File: src/design/icr_pkg.sv
/*
 * Package of the inbound I/O and configuration decode router: register
 * offsets, field positions, reset values, request and answer carriers.
 * Assumes a single core clock and an APB register port with 32-bit data.
 */
// Behaviour
// Inbound I/O disabled: master abort all I/O
// Display I/O to fabric on decoder or global-only
// Display I/O to port with display route enable
// Else display I/O to port I/O window hit
// Else south link if subtractive, else abort
// Local I/O window hit on port: forward there
// Local window, no port: south link or abort
// Outside local, inside global I/O: fabric
// I/O at or above 64 KB aborted; rest subtractive
// Misc control bit 30 enables inbound I/O
// Inbound type 0 configuration always master aborted
// Config enable bit 1; off or bus 0 aborts
// Bus equal to internal bus number aborted
// Outside local, inside global bus window: fabric
// Outside global bus window: subtractive decode port
// Local bus hit on port: forward, type by secondary
// Local bus, no port: south link or abort
// Remapping leaves I/O and configuration decode untouched
// Translated addresses get the normal memory checks
// Guest addresses bounded by guest address limit
// Remap window reached only outbound, aligned accesses
// Inbound access to remap window completer aborted
// DMA agent accesses to display memory aborted
// Peer read disable aborts peer memory reads
// Peer writes supported, peer reads not
package icr_pkg;

    // Register byte offsets
    localparam logic [11:0] ICR_MISC_CTRL_STS_OFS = 12'h000;
    localparam logic [11:0] ICR_CFG_ENABLE_OFS    = 12'h004;
    localparam logic [11:0] ICR_ROUTE_CTRL_OFS    = 12'h008;
    localparam logic [11:0] ICR_LOCAL_IO_OFS      = 12'h00c;
    localparam logic [11:0] ICR_GLOBAL_IO_OFS     = 12'h010;
    localparam logic [11:0] ICR_CFG_BUS_WIN_OFS   = 12'h014;
    localparam logic [11:0] ICR_INT_BUS_OFS       = 12'h018;
    localparam logic [11:0] ICR_GUEST_LIMIT_OFS   = 12'h01c;
    localparam logic [11:0] ICR_REMAP_BASE_OFS    = 12'h020;
    localparam logic [11:0] ICR_LAST_ROUTE_OFS    = 12'h024;
    localparam logic [11:0] ICR_REQ_COUNT_OFS     = 12'h028;
    localparam logic [11:0] ICR_PORT_BASE_OFS     = 12'h040;

    // Field positions
    localparam int ICR_IO_EN_BIT       = 30;
    localparam int ICR_CFG_EN_BIT      = 1;
    localparam int ICR_SOUTH_SUB_BIT   = 0;
    localparam int ICR_SAD_DISP_BIT    = 1;
    localparam int ICR_P2P_RD_DIS_BIT  = 2;
    localparam int ICR_REMAP_EN_BIT    = 3;
    localparam int ICR_DISP_ROUTE_BIT  = 16;

    // Reset values
    localparam logic [31:0] ICR_CTRL_RST     = 32'h0000_0000;
    localparam logic [31:0] ICR_GUEST_RST    = 32'h0000_0020;

    // Fixed legacy ranges
    localparam logic [15:0] ICR_DISP_IO_A_LO = 16'h03b0;
    localparam logic [15:0] ICR_DISP_IO_A_HI = 16'h03bb;
    localparam logic [15:0] ICR_DISP_IO_B_LO = 16'h03c0;
    localparam logic [15:0] ICR_DISP_IO_B_HI = 16'h03df;
    localparam logic [31:0] ICR_DISP_MEM_LO  = 32'h000a_0000;
    localparam logic [31:0] ICR_DISP_MEM_HI  = 32'h000b_ffff;

    typedef enum logic [1:0] {ICR_KIND_IO, ICR_KIND_CFG, ICR_KIND_MEM, ICR_KIND_MSG} icr_kind_t;

    typedef enum logic [2:0] {ICR_DST_NONE, ICR_DST_FABRIC, ICR_DST_PORT, ICR_DST_SOUTH,
                              ICR_DST_MABORT, ICR_DST_CABORT} icr_dest_t;

    // Inbound request from a port
    typedef struct packed {
        logic       valid;
        icr_kind_t  kind;
        logic       is_read;
        logic       from_dma;
        logic       type1;
        logic [7:0] bus;
        logic [31:0] addr;
    } icr_req_t;

    // Routing decision
    typedef struct packed {
        logic       valid;
        icr_dest_t  dest;
        logic [3:0] port;
        logic       cfg_type0;
    } icr_rsp_t;

endpackage : icr_pkg

File: src/design/icr_router.sv
/*
 * Inbound I/O, configuration and memory decode router with APB registers.
 * Requests come from logic on the same clock; one decision per request,
 * given one cycle after the request. APB answers with no wait state.
 */
// Chosen here: register access over APB and the placing of the registers.
module icr_router
#(
    parameter int NUM_PORTS = 4
)
(
    // Clock and reset
    input  wire logic             pclk,
    input  wire logic             presetn,
    // APB slave
    input  wire logic             psel,
    input  wire logic             penable,
    input  wire logic             pwrite,
    input  wire logic [11:0]      paddr,
    input  wire logic [31:0]      pwdata,
    input  wire logic [3:0]       pstrb,
    output logic                  pready,
    output logic [31:0]           prdata,
    output logic                  pslverr,
    // Inbound request and routing answer
    input  wire icr_pkg::icr_req_t req,
    output icr_pkg::icr_rsp_t     rsp
);
    import icr_pkg::*;

    localparam int PW = (NUM_PORTS > 1) ? $clog2(NUM_PORTS) : 1;

    // Software state
    logic [31:0] misc_ctrl_q;
    logic [31:0] cfg_en_q;
    logic [31:0] route_ctrl_q;
    logic [31:0] local_io_q;
    logic [31:0] global_io_q;
    logic [31:0] cfg_win_q;
    logic [31:0] int_bus_q;
    logic [31:0] guest_limit_q;
    logic [31:0] remap_base_q;
    logic [31:0] port_io_q  [NUM_PORTS];
    logic [31:0] port_bus_q [NUM_PORTS];
    logic [31:0] req_count_q;
    logic        pready_q;
    logic [31:0] prdata_q;
    logic        pslverr_q;
    icr_rsp_t    rsp_q;
    icr_rsp_t    rsp_d;
    icr_rsp_t    last_rsp_q;

    // Control bits
    wire io_en      = misc_ctrl_q[ICR_IO_EN_BIT];
    wire cfg_en     = cfg_en_q[ICR_CFG_EN_BIT];
    wire south_sub  = route_ctrl_q[ICR_SOUTH_SUB_BIT];
    wire sad_disp   = route_ctrl_q[ICR_SAD_DISP_BIT];
    wire p2p_rd_dis = route_ctrl_q[ICR_P2P_RD_DIS_BIT];
    wire remap_en   = route_ctrl_q[ICR_REMAP_EN_BIT];

    // APB decode
    wire        setup    = psel && !penable && !pready_q;
    wire        wr_acc   = psel && penable && pready_q && pwrite;
    wire [11:0] port_rel = paddr - ICR_PORT_BASE_OFS;
    wire [8:0]  port_sel = port_rel[11:3];
    wire        in_ports = (paddr >= ICR_PORT_BASE_OFS) && (port_sel < 9'(NUM_PORTS));
    wire [PW-1:0] pidx   = port_sel[PW-1:0];
    wire        hit_fix  = (paddr <= ICR_REQ_COUNT_OFS) && (paddr[1:0] == 2'b00);
    wire        mapped   = (hit_fix || in_ports) && (paddr[1:0] == 2'b00);
    wire        read_only = (paddr == ICR_LAST_ROUTE_OFS) || (paddr == ICR_REQ_COUNT_OFS);
    wire        bad_acc  = !mapped || (pwrite && read_only);

    // Byte-lane merge of write data
    function automatic logic [31:0] icr_merge(input logic [31:0] old, input logic [31:0] nw,
                                              input logic [3:0] strb);
        logic [31:0] res;
        res = old;
        for (int b = 0; b < 4; b++)
        begin
            if (strb[b])
            begin
                res[8*b +: 8] = nw[8*b +: 8];
            end
        end
        return res;
    endfunction : icr_merge

    // Read mux
    logic [31:0] rd_mux;
    always_comb
    begin
        rd_mux = 32'h0000_0000;
        if (in_ports)
        begin
            rd_mux = port_rel[2] ? port_bus_q[pidx] : port_io_q[pidx];
        end
        else
        begin
            case (paddr)
                ICR_MISC_CTRL_STS_OFS: rd_mux = misc_ctrl_q;
                ICR_CFG_ENABLE_OFS:    rd_mux = cfg_en_q;
                ICR_ROUTE_CTRL_OFS:    rd_mux = route_ctrl_q;
                ICR_LOCAL_IO_OFS:      rd_mux = local_io_q;
                ICR_GLOBAL_IO_OFS:     rd_mux = global_io_q;
                ICR_CFG_BUS_WIN_OFS:   rd_mux = cfg_win_q;
                ICR_INT_BUS_OFS:       rd_mux = int_bus_q;
                ICR_GUEST_LIMIT_OFS:   rd_mux = guest_limit_q;
                ICR_REMAP_BASE_OFS:    rd_mux = remap_base_q;
                ICR_LAST_ROUTE_OFS:    rd_mux = {23'h0, last_rsp_q.cfg_type0, last_rsp_q.port,
                                                 1'b0, last_rsp_q.dest};
                ICR_REQ_COUNT_OFS:     rd_mux = req_count_q;
                default:               rd_mux = 32'h0000_0000;
            endcase
        end
    end

    // APB handshake: answer in the cycle after setup
    always_ff @(posedge pclk or negedge presetn)
    begin
        if (!presetn)
        begin
            pready_q  <= 1'b0;
            prdata_q  <= 32'h0000_0000;
            pslverr_q <= 1'b0;
        end
        else
        begin
            pready_q  <= setup;
            prdata_q  <= (setup && !pwrite && mapped) ? rd_mux : 32'h0000_0000;
            pslverr_q <= setup && bad_acc;
        end
    end

    // Fixed registers, written at the access edge
    always_ff @(posedge pclk or negedge presetn)
    begin
        if (!presetn)
        begin
            misc_ctrl_q   <= ICR_CTRL_RST;
            cfg_en_q      <= ICR_CTRL_RST;
            route_ctrl_q  <= ICR_CTRL_RST;
            local_io_q    <= ICR_CTRL_RST;
            global_io_q   <= ICR_CTRL_RST;
            cfg_win_q     <= ICR_CTRL_RST;
            int_bus_q     <= ICR_CTRL_RST;
            guest_limit_q <= ICR_GUEST_RST;
            remap_base_q  <= ICR_CTRL_RST;
        end
        else if (wr_acc && !bad_acc && !in_ports)
        begin
            case (paddr)
                ICR_MISC_CTRL_STS_OFS: misc_ctrl_q   <= icr_merge(misc_ctrl_q, pwdata, pstrb);
                ICR_CFG_ENABLE_OFS:    cfg_en_q      <= icr_merge(cfg_en_q, pwdata, pstrb);
                ICR_ROUTE_CTRL_OFS:    route_ctrl_q  <= icr_merge(route_ctrl_q, pwdata, pstrb);
                ICR_LOCAL_IO_OFS:      local_io_q    <= icr_merge(local_io_q, pwdata, pstrb);
                ICR_GLOBAL_IO_OFS:     global_io_q   <= icr_merge(global_io_q, pwdata, pstrb);
                ICR_CFG_BUS_WIN_OFS:   cfg_win_q     <= icr_merge(cfg_win_q, pwdata, pstrb);
                ICR_INT_BUS_OFS:       int_bus_q     <= icr_merge(int_bus_q, pwdata, pstrb);
                ICR_GUEST_LIMIT_OFS:   guest_limit_q <= icr_merge(guest_limit_q, pwdata, pstrb);
                ICR_REMAP_BASE_OFS:    remap_base_q  <= icr_merge(remap_base_q, pwdata, pstrb);
                default:               ;
            endcase
        end
    end

    // Per-port window registers
    always_ff @(posedge pclk or negedge presetn)
    begin
        if (!presetn)
        begin
            for (int i = 0; i < NUM_PORTS; i++)
            begin
                port_io_q[i]  <= ICR_CTRL_RST;
                port_bus_q[i] <= ICR_CTRL_RST;
            end
        end
        else if (wr_acc && in_ports && !bad_acc)
        begin
            if (port_rel[2])
            begin
                port_bus_q[pidx] <= icr_merge(port_bus_q[pidx], pwdata, pstrb);
            end
            else
            begin
                port_io_q[pidx] <= icr_merge(port_io_q[pidx], pwdata, pstrb);
            end
        end
    end

    // Request classification
    wire [15:0] a16       = req.addr[15:0];
    wire        io_hi     = (req.addr[31:16] != 16'h0000);
    wire        disp_io   = !io_hi &&
                            (((a16 >= ICR_DISP_IO_A_LO) && (a16 <= ICR_DISP_IO_A_HI)) ||
                             ((a16 >= ICR_DISP_IO_B_LO) && (a16 <= ICR_DISP_IO_B_HI)));
    wire        lio_hit   = !io_hi && (a16 >= local_io_q[15:0]) && (a16 <= local_io_q[31:16]);
    wire        gio_hit   = !io_hi && (a16 >= global_io_q[15:0]) && (a16 <= global_io_q[31:16]);
    wire [7:0]  bus       = req.bus;
    wire        lbus_hit  = (bus >= cfg_win_q[7:0]) && (bus <= cfg_win_q[15:8]);
    wire        gbus_hit  = (bus >= cfg_win_q[23:16]) && (bus <= cfg_win_q[31:24]);
    wire        disp_mem  = (req.addr >= ICR_DISP_MEM_LO) && (req.addr <= ICR_DISP_MEM_HI);
    wire        remap_hit = (req.addr[31:12] == remap_base_q[31:12]) && remap_base_q[0];
    wire [5:0]  gwidth    = guest_limit_q[5:0];
    wire        guest_over = (gwidth < 6'd32) && ((req.addr >> gwidth) != 32'h0000_0000);

    // Per-port matches
    logic [NUM_PORTS-1:0] dre_vec;
    logic [NUM_PORTS-1:0] pio_vec;
    logic [NUM_PORTS-1:0] pbus_vec;
    for (genvar g = 0; g < NUM_PORTS; g++)
    begin : g_port
        assign dre_vec[g]  = port_bus_q[g][ICR_DISP_ROUTE_BIT];
        assign pio_vec[g]  = !io_hi && (a16 >= port_io_q[g][15:0]) &&
                             (a16 <= port_io_q[g][31:16]);
        assign pbus_vec[g] = (bus >= port_bus_q[g][7:0]) && (bus <= port_bus_q[g][15:8]);
    end

    // Lowest matching port
    function automatic logic [3:0] icr_first(input logic [NUM_PORTS-1:0] v);
        logic [3:0] idx;
        idx = 4'h0;
        for (int i = NUM_PORTS - 1; i >= 0; i--)
        begin
            if (v[i])
            begin
                idx = 4'(i);
            end
        end
        return idx;
    endfunction : icr_first

    wire [3:0]  dre_port  = icr_first(dre_vec);
    wire [3:0]  pio_port  = icr_first(pio_vec);
    wire [3:0]  pbus_port = icr_first(pbus_vec);
    wire [7:0]  sec_bus   = port_bus_q[pbus_port[PW-1:0]][7:0];
    wire icr_dest_t south_or_ma = south_sub ? ICR_DST_SOUTH : ICR_DST_MABORT;
    wire icr_dest_t subtractive = south_sub ? ICR_DST_SOUTH : ICR_DST_FABRIC;

    // Routing decision; remap state is not consulted for I/O or config
    always_comb
    begin
        rsp_d           = '0;
        rsp_d.valid     = req.valid;
        case (req.kind)
            ICR_KIND_IO:
            begin
                if (!io_en)
                    rsp_d.dest = ICR_DST_MABORT;
                else if (disp_io)
                begin
                    if (sad_disp || (!lio_hit && gio_hit))
                        rsp_d.dest = ICR_DST_FABRIC;
                    else if (|dre_vec)
                    begin
                        rsp_d.dest = ICR_DST_PORT;
                        rsp_d.port = dre_port;
                    end
                    else if (|pio_vec)
                    begin
                        rsp_d.dest = ICR_DST_PORT;
                        rsp_d.port = pio_port;
                    end
                    else
                        rsp_d.dest = south_or_ma;
                end
                else if (lio_hit)
                begin
                    if (|pio_vec)
                    begin
                        rsp_d.dest = ICR_DST_PORT;
                        rsp_d.port = pio_port;
                    end
                    else
                        rsp_d.dest = south_or_ma;
                end
                else if (gio_hit)
                    rsp_d.dest = ICR_DST_FABRIC;
                else if (io_hi)
                    rsp_d.dest = ICR_DST_MABORT;
                else
                    rsp_d.dest = subtractive;
            end
            ICR_KIND_CFG:
            begin
                if (!req.type1)
                    rsp_d.dest = ICR_DST_MABORT;
                else if (!cfg_en || (bus == 8'h00))
                    rsp_d.dest = ICR_DST_MABORT;
                else if (bus == int_bus_q[7:0])
                    rsp_d.dest = ICR_DST_MABORT;
                else if (lbus_hit)
                begin
                    if (|pbus_vec)
                    begin
                        rsp_d.dest      = ICR_DST_PORT;
                        rsp_d.port      = pbus_port;
                        rsp_d.cfg_type0 = (bus == sec_bus);
                    end
                    else
                        rsp_d.dest = south_or_ma;
                end
                else if (gbus_hit)
                    rsp_d.dest = ICR_DST_FABRIC;
                else
                    rsp_d.dest = subtractive;
            end
            ICR_KIND_MEM:
            begin
                if (remap_hit)
                    rsp_d.dest = ICR_DST_CABORT;
                else if (remap_en && guest_over)
                    rsp_d.dest = ICR_DST_MABORT;
                else if (disp_mem)
                begin
                    if (req.from_dma)
                        rsp_d.dest = ICR_DST_CABORT;
                    else if (req.is_read && p2p_rd_dis)
                        rsp_d.dest = ICR_DST_MABORT;
                    else if (sad_disp)
                        rsp_d.dest = ICR_DST_FABRIC;
                    else if (req.is_read)
                        rsp_d.dest = ICR_DST_MABORT;
                    else if (|dre_vec)
                    begin
                        rsp_d.dest = ICR_DST_PORT;
                        rsp_d.port = dre_port;
                    end
                    else
                        rsp_d.dest = south_or_ma;
                end
                else
                    rsp_d.dest = ICR_DST_FABRIC;
            end
            default:
                rsp_d.dest = ICR_DST_FABRIC;
        endcase
        if (!req.valid)
        begin
            rsp_d = '0;
        end
    end

    // Decision register, last decision held for software, counter
    always_ff @(posedge pclk or negedge presetn)
    begin
        if (!presetn)
        begin
            rsp_q       <= '0;
            last_rsp_q  <= '0;
            req_count_q <= 32'h0000_0000;
        end
        else
        begin
            rsp_q <= rsp_d;
            if (req.valid)
            begin
                last_rsp_q  <= rsp_d;
                req_count_q <= req_count_q + 32'h0000_0001;
            end
        end
    end

    // Outputs from flops
    assign pready  = pready_q;
    assign prdata  = prdata_q;
    assign pslverr = pslverr_q;
    assign rsp     = rsp_q;

endmodule : icr_router

File: config.mk
export PLATFORM = sky130hd
export DESIGN_NAME = icr_router
export DESIGN_NICKNAME = d
export VERILOG_FILES = /design/src/design/icr_pkg.sv /design/src/design/icr_router.sv
export SDC_FILE = /design/constraint.sdc
export NUM_CORES = 2
export LEC_CHECK = 0
export ABC_CLOCK_PERIOD_IN_PS = 5700
export BUFFER_PORTS_ARGS = -buffer_cell sky130_fd_sc_hd__buf_2
export CORE_MARGIN = 5
export CORE_UTILIZATION = 35
export DETAILED_ROUTE_END_ITERATION = 12
export PLACE_DENSITY = 0.53
export SLEW_MARGIN = 20
export SYNTH_ARGS = -nofsm -noshare
export SYNTH_HDL_FRONTEND = slang
export SYNTH_SLANG_ARGS = --single-unit
File: constraint.sdc
create_clock -name pclk -period 5.7 [get_ports pclk]
set_input_delay 0.57 -clock pclk [delete_from_list [all_inputs] [get_ports pclk]]
set_output_delay 0.57 -clock pclk [all_outputs]
set_load 0.01 [all_outputs]
==> impl_summary.txt <==
----------------------------------------------------
[Layout]
  Layout filler cell count ... 10.1k
  Most used cells in the layout excluding fill and tap cells ... dfrtp_1 (622), nand2_1 (450), o21ai_0 (431)
  Most common cell after layout, fill and taps aside ... dfrtp_1
  Layout area overhead ... 13.1%
  Area of the multi-input gates ... 0.0187 mm2
  Fraction of layout cells with a size suffix above 1 ... 18.3%
  Number of nets in the finished design ... 4,034
  Sequential cell area in the final layout ... 0.0156 mm2

[Global route]
  Met1 capacity usage during global routing ... 35.6%
  Routing usage on met3 ... 5.10%
  Initial antenna violation count ... 16
  GRT Overall Usage ... 24.3%
  Met2 Usage GRT ... 36.3%
  First-pass GRT wire length ... 197,000 um
  Maximum number of pins on one net before global-route repair ... 166
  Total congestion overflow ... 0
  Via count of the first global-routing pass ... 28.2k
  Gr busiest metal ... met2

[Setup path]
  Kind of end point of the critical path ... flip-flop
  CP Data Arrival Time ... 4.54 ns
  Crit-path max cell delay ... 1.12 ns
  Crit path buffers/inverters ... 0
  Path type of the worst setup path ... flip-flop to flip-flop
  Setup crit start kind ... flip-flop
  Critical-path cell with the highest stage delay ... dfrtp_1
  Worst endpoint required time ... 6.27 ns
  Top cell family by delay on the critical path ... compound AO/OA/AOI/OAI gates
  Crit-path cells ... nand2_1, o31a_1, o22a_1, o22ai_1, a22o_1, a21oi_1, o41ai_2, nand4_1, a2111oi_0, or2_1
  Maximum fanout encountered on the critical timing path ... 28

[Drt]
  Number of DRC violations after detailed-routing iteration 0 ... 3,110
  DRT antenna net count ... 0
  Aggregate routed wire length ... 134,000 um
  Overall via count from detail_route ... 28.8k
  Via density per instance ... 5.67
  Count of TritonRoute iterations in the first routing pass ... 10
  Post-detailed-route wirelength per cell ... 26.4 um
  Remaining design rule violation count ... 0

[CTS]
  Postcts setup bufs ... 0
  Clk Latency, worst-skew pair ... 0.65 ns
  H-tree Lvls ... 3
  Number of buffers between clock root and the deepest sink ... 3
  TritonCTS clock tree ... built
  Number of CTS-inserted buffers ... 73
  Clock-pin slew on the worst setup and hold paths ... 0.06 ns
  Clock root buffer master ... clkbuf_16
  Sinks on the clock net ... 623

[Synthesis]
  Number of enable flip-flop cells after synthesis ... 0
  Combined area of all synthesized cells ... 0.0360 mm2
  Library cells used by synthesis ... 93
  Most used flip-flop cell after synthesis ... dfrtp_1
  Number of storage elements in the synthesis netlist ... 623
  Share of flip-flops with an asynchronous set or reset after synthesis ... 100%
  Share of synthesized area occupied by flip-flops and latches ... 43.3%
  Number of instances in the synthesized netlist ... 3,555
  Syn_area_per_cell ... 10.1 um2
  Synthesis warning total ... 0

[Pwr]
  Combinational group share of total power ... 8.0%
  Sequential Power Share ... 44.0%
  Max VDD drop ... 0.169 mV
  Clock power share ... 48.1%
  Overall power ... 0.0102 W
  Cell leakage power ... 18.2 nW
  Sw Share ... 25.8%
  Switching power of the nets ... 0.00264 W
  Cell internal pwr ... 0.00757 W
  Total power divided by cell area ... 251 mW/mm2

[Die]
  Area of the die ... 0.109 mm2
  Core box area ... 0.102 mm2
  Die Span Y ... 331 um
  Starting Density ... 35.3%
  Die Wd ... 331 um
  Top-level I/O count ... 142
  Cell row count ... 117

[Timing]
  Max Clock Freq ... 252 MHz
  Post-Route Setup TNS ... 0 ns
  Worst slew slack as a fraction of its limit ... 22.1%
  Setup-failing EPs final ... 0
  Hold Fails Final Rpt ... 0
  RSZ-0062 raised after global routing ... false
  Worst-case clock skew ... 0.0296 ns
  Period Utilization, post-route ... 69.6%
  Post-route minimum period ... 3.97 ns
  Number of max-slew violations in the final report ... 0
  Slew at the pin with the worst max-slew slack ... 1.17 ns

[Placed design]
  DP HPWL ... 95,300 um
  Number of buffers inserted by port buffering ... 139
  Weighted congestion reported at the end of routability-driven placement ... 0.915

[Flow run]
  Total of max-cap violations ... 0

[Worst hold path]
  Worst Hold Class ... input port to flip-flop

[Outcome]
  Run status ... finished clean

----------------------------------------------------
[flip-flops by register name (all words and copies together) (netlist names)]
name / flops
remap_base_q: 32
pslverr: 1
rsp: 7
port_io_q: 128
misc_ctrl_q: 32
int_bus_q: 32
prdata: 32
dre_vec: 4
guest_limit_q: 32
pready: 1
global_io_q: 32
route_ctrl_q: 32
req_count_q: 32
local_io_q: 32
cfg_en_q: 32
last_rsp_q: 6
cfg_win_q: 32
port_bus_q: 124
[cells by family after synthesis]
logic type	share of synthesized area [%]
buffers and inverters	5.02
AOI/OAI and AO/OA	16.2
adders and majority gates	10.1
muxes	13.3
DFF	43.3
xor gates and xnor gates	1.58
other	0.0104
and+or+nand+nor	10.5
[worst register-to-register path, delay by kind of cell, from the launching register on]
family          cells  cell delay [ns]
simple gates        3             0.89
compound gates      7             1.91
flops               1             1.12
[power groups by stage]
stage	clock [W]	combinational (W)	sequential, W
floorplan	0	0.000399	0.00456
global placement	0	0.000797	0.00456
detailed placement	0	0.000803	0.00457
CTS	0.00499	0.000806	0.00449
global route	0.00517	0.000887	0.00449
finish	0.00490	0.000812	0.00449
[repair_timing]
item                      CTS  global route
hold endpoints to repair    1             0
gates resized for setup     0             0
hold buffers                1             0
[final cells by class]
cell class	count	share of cell area, %
well taps	1368	4.20
diodes	6	0.0369
inverters	296	2.73
multi-input cells	2464	45.8
clock buffers	102	5.28
repair buffers	188	2.81
flip-flops and latches	623	38.3
clock inverters	31	0.826
[cell usage after synthesis, types with 18 or more instances]
| cell | instances | share of area, % |
|---|---|---|
| a222oi_1 | 38 | 1.1 |
| a22o_1 | 18 | 0.44 |
| a31oi_1 | 34 | 0.59 |
| xnor2_1 | 57 | 1.4 |
| nand3_1 | 33 | 0.46 |
| nor3_1 | 23 | 0.32 |
| nor2b_1 | 34 | 0.59 |
| mux4_2 | 64 | 4.0 |
| o211ai_1 | 21 | 0.44 |
| nand2_1 | 456 | 4.8 |
| a221oi_1 | 58 | 1.4 |
| mux2_2 | 223 | 7.0 |
| buf_2 | 26 | 0.36 |
| inv_1 | 296 | 3.1 |
| o21a_1 | 21 | 0.44 |
| dfrtp_1 | 622 | 43 |
| ha_1 | 289 | 10 |
| nand4_1 | 62 | 1.1 |
| a21o_1 | 53 | 1.1 |
| nor2_2 | 24 | 0.42 |
| nor2_1 | 99 | 1.0 |
| a21oi_1 | 110 | 1.5 |
| mux2i_1 | 83 | 2.3 |
| and3_1 | 20 | 0.35 |
| o21ai_0 | 431 | 6.0 |
| clkbuf_1 | 126 | 1.3 |
[worst paths after layout]
kind                             startpoint         endpoint  slack [ns]  cells after the start
setup / recovery           guest_limit_q[1]           rsp[1]        1.73                     10
hold / removal                      req[45]           rsp[8]        0.24                      1
setup reg to reg           guest_limit_q[1]           rsp[1]        1.73                     10
hold reg to reg             port_bus_q[121]  port_bus_q[121]        0.48                      2
max in group asynchronous           presetn  global_io_q[25]        3.66                      3
min in group asynchronous           presetn   misc_ctrl_q[9]        0.58                      2
[per-layer routing]
metal	up-vias	wire, um
met5	-	39
met4	6	4260
met3	198	10800
met2	1010	57600
met1	14600	61300
li1	13000	-
[through the flow]
step | area, um2 | instances | utilization [%] | hold slack (ns) | worst slack (ns)
floorplan | 36000 | 3556 | - | 0.274 | 2.34
global placement | 38200 | 4938 | 37.5 | 0.456 | 1.28
detailed placement | 38200 | 4938 | 37.5 | 0.466 | 1.24
CTS | 40700 | 5072 | 39.9 | 0.200 | 1.83
global route | 40700 | 5073 | 39.9 | 0.223 | 1.48
finish | 40700 | 5078 | 39.9 | 0.237 | 1.73
(Power assumes the default switching activity.)
